`config.mk`:
```
export PLATFORM = sky130hd
export DESIGN_NAME = serial_master_unit
export DESIGN_NICKNAME = d
export VERILOG_FILES = /design/src/design/spi_master_pkg.sv /design/src/design/serial_master_unit.sv /design/src/design/rate_divider.sv
export SDC_FILE = /design/constraint.sdc
export NUM_CORES = 1
export LEC_CHECK = 0
export ABC_AREA = 1
export BUFFER_PORTS_ARGS = -buffer_cell sky130_fd_sc_hd__buf_2
export CORE_UTILIZATION = 30
export DETAILED_ROUTE_END_ITERATION = 8
export HOLD_SLACK_MARGIN = 0.08
export SYNTH_ARGS = -nofsm -noshare
export SYNTH_HDL_FRONTEND = slang
export SYNTH_SLANG_ARGS = --single-unit
```
`constraint.sdc`:
```
create_clock -name mclk -period 3 [get_ports mclk]
set_clock_uncertainty 0.2 [all_clocks]
set_input_delay 0.15 -clock mclk [delete_from_list [all_inputs] [get_ports mclk]]
set_output_delay 0.15 -clock mclk [all_outputs]
set_load 0.005 [all_outputs]
```
`src/design/spi_master_pkg.sv`:
```
// constants shared by the serial master unit and its bit-rate divider
// assumes a single clock domain on mclk
package spi_master_pkg;
	localparam int BYTE_BITS = 8;
	localparam logic [2:0] DIV_SEL_RESET = 3'h0;
	localparam logic [7:0] BYTE_RESET = 8'h00;
	localparam logic [3:0] BITCNT_RESET = 4'h0;
	localparam logic [7:0] DIVCNT_RESET = 8'h00;
	localparam int SYNC_STAGES = 2;
	typedef enum logic [1:0] {
		ST_IDLE = 2'b00,
		ST_LEAD = 2'b01,
		ST_TRAIL = 2'b10
	} shift_state_type;
endpackage

```
`src/design/serial_master_unit.sv`:
```
// serial_master_unit: 8-bit full-duplex spi master with tx holding buffer and rx buffer
// assumes slave selects are driven elsewhere by software; miso is an async pin
// Function
// - exchange exactly eight bits per transfer
// - modes 0/1 sample leading, change trailing
// - modes 2/3 sample trailing, change leading
// - selectable lsb or msb first order
// - sclk is half the selected input clock
// - mosi and miso share one sclk
// - enable bit starts, clearing stops block
// - tx write clears buffer empty flag
// - idle shifter loads new byte next clock
// - preloaded byte follows without idle gap
// - one sclk per bit, shift miso in
// - eighth bit: rx buffer, full, done set
// - done with interrupts enabled and shift-finished source selected raises irq
// - unread rx byte overwritten sets overrun
// - irq on holding empty or shift finished
// - input clock is system_clock/1 to /128
`timescale 1ns/1ps
`default_nettype none
module serial_master_unit
	import spi_master_pkg::*;
#(
	parameter int DATA_W = BYTE_BITS
) (
	input wire logic mclk,
	input wire logic rst,
	input wire logic enable,
	input wire logic [1:0] mode,
	input wire logic lsb_first,
	input wire logic [2:0] clk_sel,
	input wire logic int_enable,
	input wire logic irq_on_shift_finished,
	input wire logic [DATA_W-1:0] tx_data,
	input wire logic tx_write,
	input wire logic rx_read,
	input wire logic miso,
	output logic sclk,
	output logic mosi,
	output logic [DATA_W-1:0] rx_data,
	output logic tx_empty,
	output logic rx_full,
	output logic done,
	output logic overrun,
	output logic busy,
	output logic irq
);
	// mode bit 0 is polarity, bit 1 is phase (trailing-edge sampling)
	logic cpol;
	logic cpha;
	logic tick;
	logic miso_s1_q;
	logic miso_s2_q;
	logic [DATA_W-1:0] hold_q;
	logic [DATA_W-1:0] shift_q;
	logic [3:0] bitcnt_q;
	shift_state_type state_q;
	logic last_bit;
	logic load_now;
	logic finish;
	logic moved_q;
	logic sample_bit;

	assign cpol = mode[0];
	assign cpha = mode[1];

	// bit-rate tick; two ticks make one sclk period
	rate_divider u_div (
		.mclk(mclk),
		.rst(rst),
		.run(enable),
		.sel(clk_sel),
		.tick(tick)
	);

	// miso is asynchronous to mclk
	always_ff @(posedge mclk or posedge rst) begin
		if (rst) begin
			miso_s1_q <= 1'b0;
			miso_s2_q <= 1'b0;
		end else begin
			miso_s1_q <= miso;
			miso_s2_q <= miso_s1_q;
		end
	end

	assign last_bit = (bitcnt_q == 4'(DATA_W - 1));
	assign finish = tick && (state_q == ST_TRAIL) && last_bit;
	// idle shifter takes a waiting byte at once; busy shifter takes it as the byte finishes
	assign load_now = enable && !tx_empty && ((state_q == ST_IDLE) || finish);

	function automatic logic out_bit(input logic [DATA_W-1:0] v, input logic lsb);
		out_bit = lsb ? v[0] : v[DATA_W-1];
	endfunction

	// holding buffer and its empty flag; write beats the move on the same cycle
	always_ff @(posedge mclk or posedge rst) begin
		if (rst) begin
			hold_q <= BYTE_RESET;
			tx_empty <= 1'b1;
		end else if (tx_write) begin
			hold_q <= tx_data;
			tx_empty <= 1'b0;
		end else if (load_now) begin
			tx_empty <= 1'b1;
		end
	end

	// sampling happens on the leading half for cpha=0, trailing half for cpha=1
	assign sample_bit = tick && ((state_q == ST_LEAD) != cpha);

	always_ff @(posedge mclk or posedge rst) begin
		if (rst) begin
			state_q <= ST_IDLE;
			bitcnt_q <= BITCNT_RESET;
			shift_q <= BYTE_RESET;
			sclk <= 1'b0;
			mosi <= 1'b0;
		end else if (!enable) begin
			state_q <= ST_IDLE;
			bitcnt_q <= BITCNT_RESET;
			sclk <= cpol;
		end else if (load_now) begin
			shift_q <= hold_q;
			bitcnt_q <= BITCNT_RESET;
			state_q <= ST_LEAD;
			sclk <= cpol;
			// cpha=0 presents the first bit before the leading edge; cpha=1 waits for it,
			// so a back-to-back load never moves mosi on the last sampling edge
			if (!cpha) begin
				mosi <= out_bit(hold_q, lsb_first);
			end
		end else if (state_q == ST_IDLE) begin
			sclk <= cpol;
		end else if (tick) begin
			unique case (state_q)
				ST_LEAD: begin
					sclk <= !cpol;
					state_q <= ST_TRAIL;
					if (cpha) begin
						mosi <= out_bit(shift_q, lsb_first);
					end
				end
				ST_TRAIL: begin
					sclk <= cpol;
					if (last_bit) begin
						state_q <= ST_IDLE;
					end else begin
						state_q <= ST_LEAD;
						bitcnt_q <= bitcnt_q + 4'h1;
					end
				end
				default: begin
					state_q <= ST_IDLE;
				end
			endcase
			if (sample_bit) begin
				// shift in from the far end so the byte lands in chosen order
				if (lsb_first) begin
					shift_q <= {miso_s2_q, shift_q[DATA_W-1:1]};
					if (!cpha && state_q == ST_TRAIL) mosi <= shift_q[1];
				end else begin
					shift_q <= {shift_q[DATA_W-2:0], miso_s2_q};
					if (!cpha && state_q == ST_TRAIL) mosi <= shift_q[DATA_W-2];
				end
			end else if (!cpha && state_q == ST_TRAIL && !last_bit) begin
				mosi <= out_bit(shift_q, lsb_first);
			end
		end
	end

	// receive byte is complete after the sampling edge of bit eight
	logic rx_complete;
	logic [DATA_W-1:0] rx_word;
	assign rx_complete = sample_bit && last_bit && (state_q != ST_IDLE);
	assign rx_word = lsb_first ? {miso_s2_q, shift_q[DATA_W-1:1]} :
		{shift_q[DATA_W-2:0], miso_s2_q};

	always_ff @(posedge mclk or posedge rst) begin
		if (rst) begin
			rx_data <= BYTE_RESET;
			rx_full <= 1'b0;
			overrun <= 1'b0;
		end else begin
			if (rx_complete) begin
				rx_data <= rx_word;
				rx_full <= 1'b1;
				if (rx_full && !rx_read) overrun <= 1'b1;
			end else if (rx_read) begin
				rx_full <= 1'b0;
				overrun <= 1'b0;
			end
		end
	end

	// done rises when the last trailing edge finishes; a load on a later cycle or disable clears it
	always_ff @(posedge mclk or posedge rst) begin
		if (rst) begin
			done <= 1'b0;
			moved_q <= 1'b0;
		end else begin
			moved_q <= load_now;
			if (finish) begin
				done <= 1'b1;
			end else if (load_now || !enable) begin
				done <= 1'b0;
			end
		end
	end

	// event select: shift finished (done level) or holding buffer moved (one pulse)
	always_comb begin
		irq = int_enable && (irq_on_shift_finished ? done : moved_q);
	end

	assign busy = (state_q != ST_IDLE);

	a_empty_after_load: assert property (@(posedge mclk) disable iff (rst)
		(load_now && !tx_write) |=> tx_empty) else $error("empty not set after load");
	a_write_clears: assert property (@(posedge mclk) disable iff (rst)
		tx_write |=> !tx_empty) else $error("write did not clear empty");
	a_idle_level: assert property (@(posedge mclk) disable iff (rst)
		(!busy && $past(!busy) && !load_now && $past(enable)) |-> sclk == cpol)
		else $error("sclk not at idle level");
	a_no_gap: assert property (@(posedge mclk) disable iff (rst)
		(finish && !tx_empty && enable) |=> busy) else $error("gap before preloaded byte");
	a_done_irq: assert property (@(posedge mclk) disable iff (rst)
		(finish && int_enable && irq_on_shift_finished) |=> irq)
		else $error("done did not raise irq");
	a_rx_store: assert property (@(posedge mclk) disable iff (rst)
		rx_complete |=> (rx_full && rx_data == $past(rx_word))) else $error("rx byte not stored");
	a_overrun_set: assert property (@(posedge mclk) disable iff (rst)
		(rx_complete && rx_full && !rx_read) |=> overrun) else $error("overrun missed");
	a_disable_stop: assert property (@(posedge mclk) disable iff (rst)
		!enable |=> !busy) else $error("block runs while disabled");
	a_byte_edges: assert property (@(posedge mclk) disable iff (rst)
		(busy && $past(busy)) |-> bitcnt_q < 4'(DATA_W)) else $error("bit count past eight");
endmodule
`default_nettype wire

```
`src/design/rate_divider.sv`:
```
// tick generator: one pulse every 2^(sel) system_clock cycles (sel 0 = every cycle)
// assumes sel is static while enabled; restarts when run is low
`timescale 1ns/1ps
`default_nettype none
module rate_divider
	import spi_master_pkg::*;
(
	input wire logic mclk,
	input wire logic rst,
	input wire logic run,
	input wire logic [2:0] sel,
	output logic tick
);
	logic [7:0] cnt_q;
	logic [7:0] limit;

	assign limit = 8'(({8'h00, 1'b1} << sel) - 9'h001);
	assign tick = run && (cnt_q == limit);

	always_ff @(posedge mclk or posedge rst) begin
		if (rst) begin
			cnt_q <= DIVCNT_RESET;
		end else if (!run || tick) begin
			cnt_q <= DIVCNT_RESET;
		end else begin
			cnt_q <= cnt_q + 8'h01;
		end
	end
endmodule
`default_nettype wire

```
==> flow_summary.toml <==
[placement]
dp.cells = 461
gp_congestion = 0.883
placedInstanceArea_um2 = 2810
hpwl_um = 4030
io_buffers = 37

[power]
p_leak_uw = 0.00162
irDropWorstVdd_mv = 0.201
total_power_uw = 1610
p_per_area_nw_per_um2 = 509

[sta]
tightest_slew_ns = 0.968
period_minus_slack_ns = 2.29
slew_headroom_pct = 35.4
setup-tns-final_ns = 0
setup_viol = 0
slew_viol_final = 0
max_freq_mhz = 437
hold_viol_final = 0
rsz0062_at_grt = "no"
period_share_pct = 76.2

[critical_path]
cp-end-kind = "register"
slowest_stage = "xor2_1"
start_kind = "input pin"
required_ns = 2.99
arrival_ns = 2.27
crit_type = "in2reg"
cpMostUsedCell = "inv_1"
max_stage_delay_ns = 0.28
crit_chain = "buf_2, inv_1, nand2_2, ha_1, inv_1, nand2_1, nand3_1, xor2_1, nand4_1, nor2_2, nor2_4, buf_4, o21ai_0, a21oi_1"
crit_fanout = 18

[grt]
grt_pass1_wl_um = 9480
grt_pass1_vias = 2118
track_usage_pct = 13.7
grt_overflow = 0
grt_antenna_before_repair = 0
grt_max_degree = 48

[cts]
tritoncts = "yes"
cts_resized = 0
clockBufferDepth = 2
htree_num_levels = 2
cts-root-buf = "clkbuf_8"
clock-sinks = 47
insertion_delay_ns = 0.30
numCtsBuffers = 5
clk_pin_slew_ns = 0.09

[cells_and_area]
syn2layout_area_growth_pct = 24.3
antenna_cells = 0
stdcell_count = 492
n_fill_cell = 835
final_nets = 411
postLayoutCellArea_um2 = 3160
final_core_util_pct = 38.5
drive_gt1_share_pct = 19.9

[yosys]
synth_warnings = 0
synthMuxAreaShare_pct = 0.837
synth_top_cell_area_share_pct = 45.3
synthFlopType = "dfrtp_1"
async_flop_share_pct = 100
ys_seq_area_share_pct = 46.3
ys_ff_latch = 47
synth_top_family_by_area = "simple AND/OR/NAND/NOR gates"
syn-num-nets = 351
synth.cell_area_um2 = 2540
synth_edf_count = 0
synth-simple-area-share_pct = 29.7
yosysMostFrequentCell = "nand2_1"
syn_avg_cell_area_um2 = 7.80
synth.area.top_cells = "dfrtp_1 45%, nand2_1 15%, o21ai_0 5.5%"
synth_compound_area_share_pct = 12.7
synth_xor_area_share_pct = 1.38
synthAdderAreaFrac_pct = 1.48
yosys-top-cells-count = "99 x nand2_1, 46 x dfrtp_1, 34 x inv_1"
ys_types = 30
yosys.area.top_type = "dfrtp_1"
synthCells = 326

[outcome]
status = "finished, final reports clean"

[flow_run]
max_cap_violations = 0

[worst_hold_path]
hp-class = "in2reg"

[routing]
wl_um = 5530
detail_route.wl_per_cell_um = 11.2
drc = 0
ant_nets = 0
drtPass1Iterations = 4
vias = 2214
drtIter0Drc = 99
viasPerCell = 4.50

[floorplan]
ioPinCount = 38
die_h_um = 94.1
core_area_um2 = 8220
die_area_um2 = 8850
rows = 33
die_width_um = 94.1
start_util_pct = 30.9
[layer usage]
| metal | global-route usage, % | vias up | wire length (µm) |
|---|---|---|---|
| li1 | - | 1164 | - |
| met1 | 18.6 | 992 | 2870 |
| met2 | 21.2 | 49 | 2310 |
| met3 | 3.07 | 9 | 227 |
| met4 | 5.13 | 0 | 125 |
| met5 | 0 | - | 0 |
[final cells by class]
cell class              instances  area, µm²  area share (%)
multi-input cells             234       1170            37.1
clock inverters                 2       35.0            1.11
well taps                     105        131            4.16
flip-flops and latches         47       1180            37.3
inverters                      37        139            4.39
clock buffers                   6       82.6            2.61
repair buffers                 61        423            13.4
[logic make-up (layout without fill, tap and decap cells)]
group,Yosys count,count (layout)
AOI/OAI and AO/OA,57,57
adders and majority gates,3,3
muxes,2,2
and+or+nand+nor,168,168
DFF,47,47
buffers and inverters,45,106
xor gates and xnor gates,4,4
[metrics by stage]
stage          hold WS, ns  setup WS (ns)
2_1_floorplan      -0.0186          0.755
3_3_place_gp        0.0617          0.557
3_5_place_dp        0.0601          0.444
4_1_cts              0.124          0.753
5_1_grt              0.169          0.481
6_report             0.133          0.714
[state kept, by name, indices dropped and copies added, names as in the netlist]
signal	flops
miso_s2_q	1
moved_q	1
rx_full	1
hold_q	8
sclk	1
done	1
bitcnt_q	4
mosi	1
overrun	1
state_q	2
tx_empty	1
shift_q	8
u_div.cnt_q	8
miso_s1_q	1
rx_data	8
[worst paths after layout]
path	from	cells past startpoint	to	slack, ns
max	clk_sel[0]	14	shift_q[2]	0.71
min	tx_write	4	tx_empty	0.13
max reg2reg	u_div.cnt_q[2]	14	shift_q[2]	0.78
min reg2reg	miso_s1_q	0	miso_s2_q	0.16
max in group asynchronous	rst	3	shift_q[1]	1.57
min in group asynchronous	rst	3	u_div.cnt_q[0]	0.42
[timing repair]
action                                  in CTS  in global routing
hold endpoints to repair                    64                  0
setup buffers                                0                  0
endpoints found under the setup margin       0                  0
hold buffers                                23                  0
[worst max-delay path, delay by kind of cell]
family	cells	cell delay [ns]
simple gates	6	0.69
buf+inv	4	0.60
xor+xnor	1	0.28
fa+ha+maj	1	0.27
compound gates	2	0.29
[layout by cell type (no fill, tap or decap)]
master	instances
buf_4	1
mux2i_1	1
nor2_1	25
dfstp_2	1
nand2_2	5
nand3_1	20
nor3_1	3
dlygate4sd3_1	23
nand2_1	99
o21ai_0	28
bufinv_16	1
clkinv_2	1
buf_2	37
a21oi_1	14
mux2_2	1
o22ai_1	1
nand2_4	3
xor2_1	4
o21ai_2	9
nand4_1	4
nor2_4	3
or2_2	1
ha_1	3
clkbuf_8	6
dfrtp_1	46
o211ai_1	1
inv_1	33
nor2_2	3
inv_2	4
o21ai_1	4
nor4_1	1
nor2_8	1
[power breakdown]
| part | total (µW) | switching, µW | leakage (µW) | internal, µW |
|---|---|---|---|---|
| clock network | 480 | 210 | 0.0000612 | 270 |
| registers | 763 | 53.2 | 0.000606 | 710 |
| logic | 364 | 226 | 0.000954 | 138 |
| total | 1610 | 490 | 0.00162 | 1120 |
No activity file was read; power rests on OpenSTA's default activity.
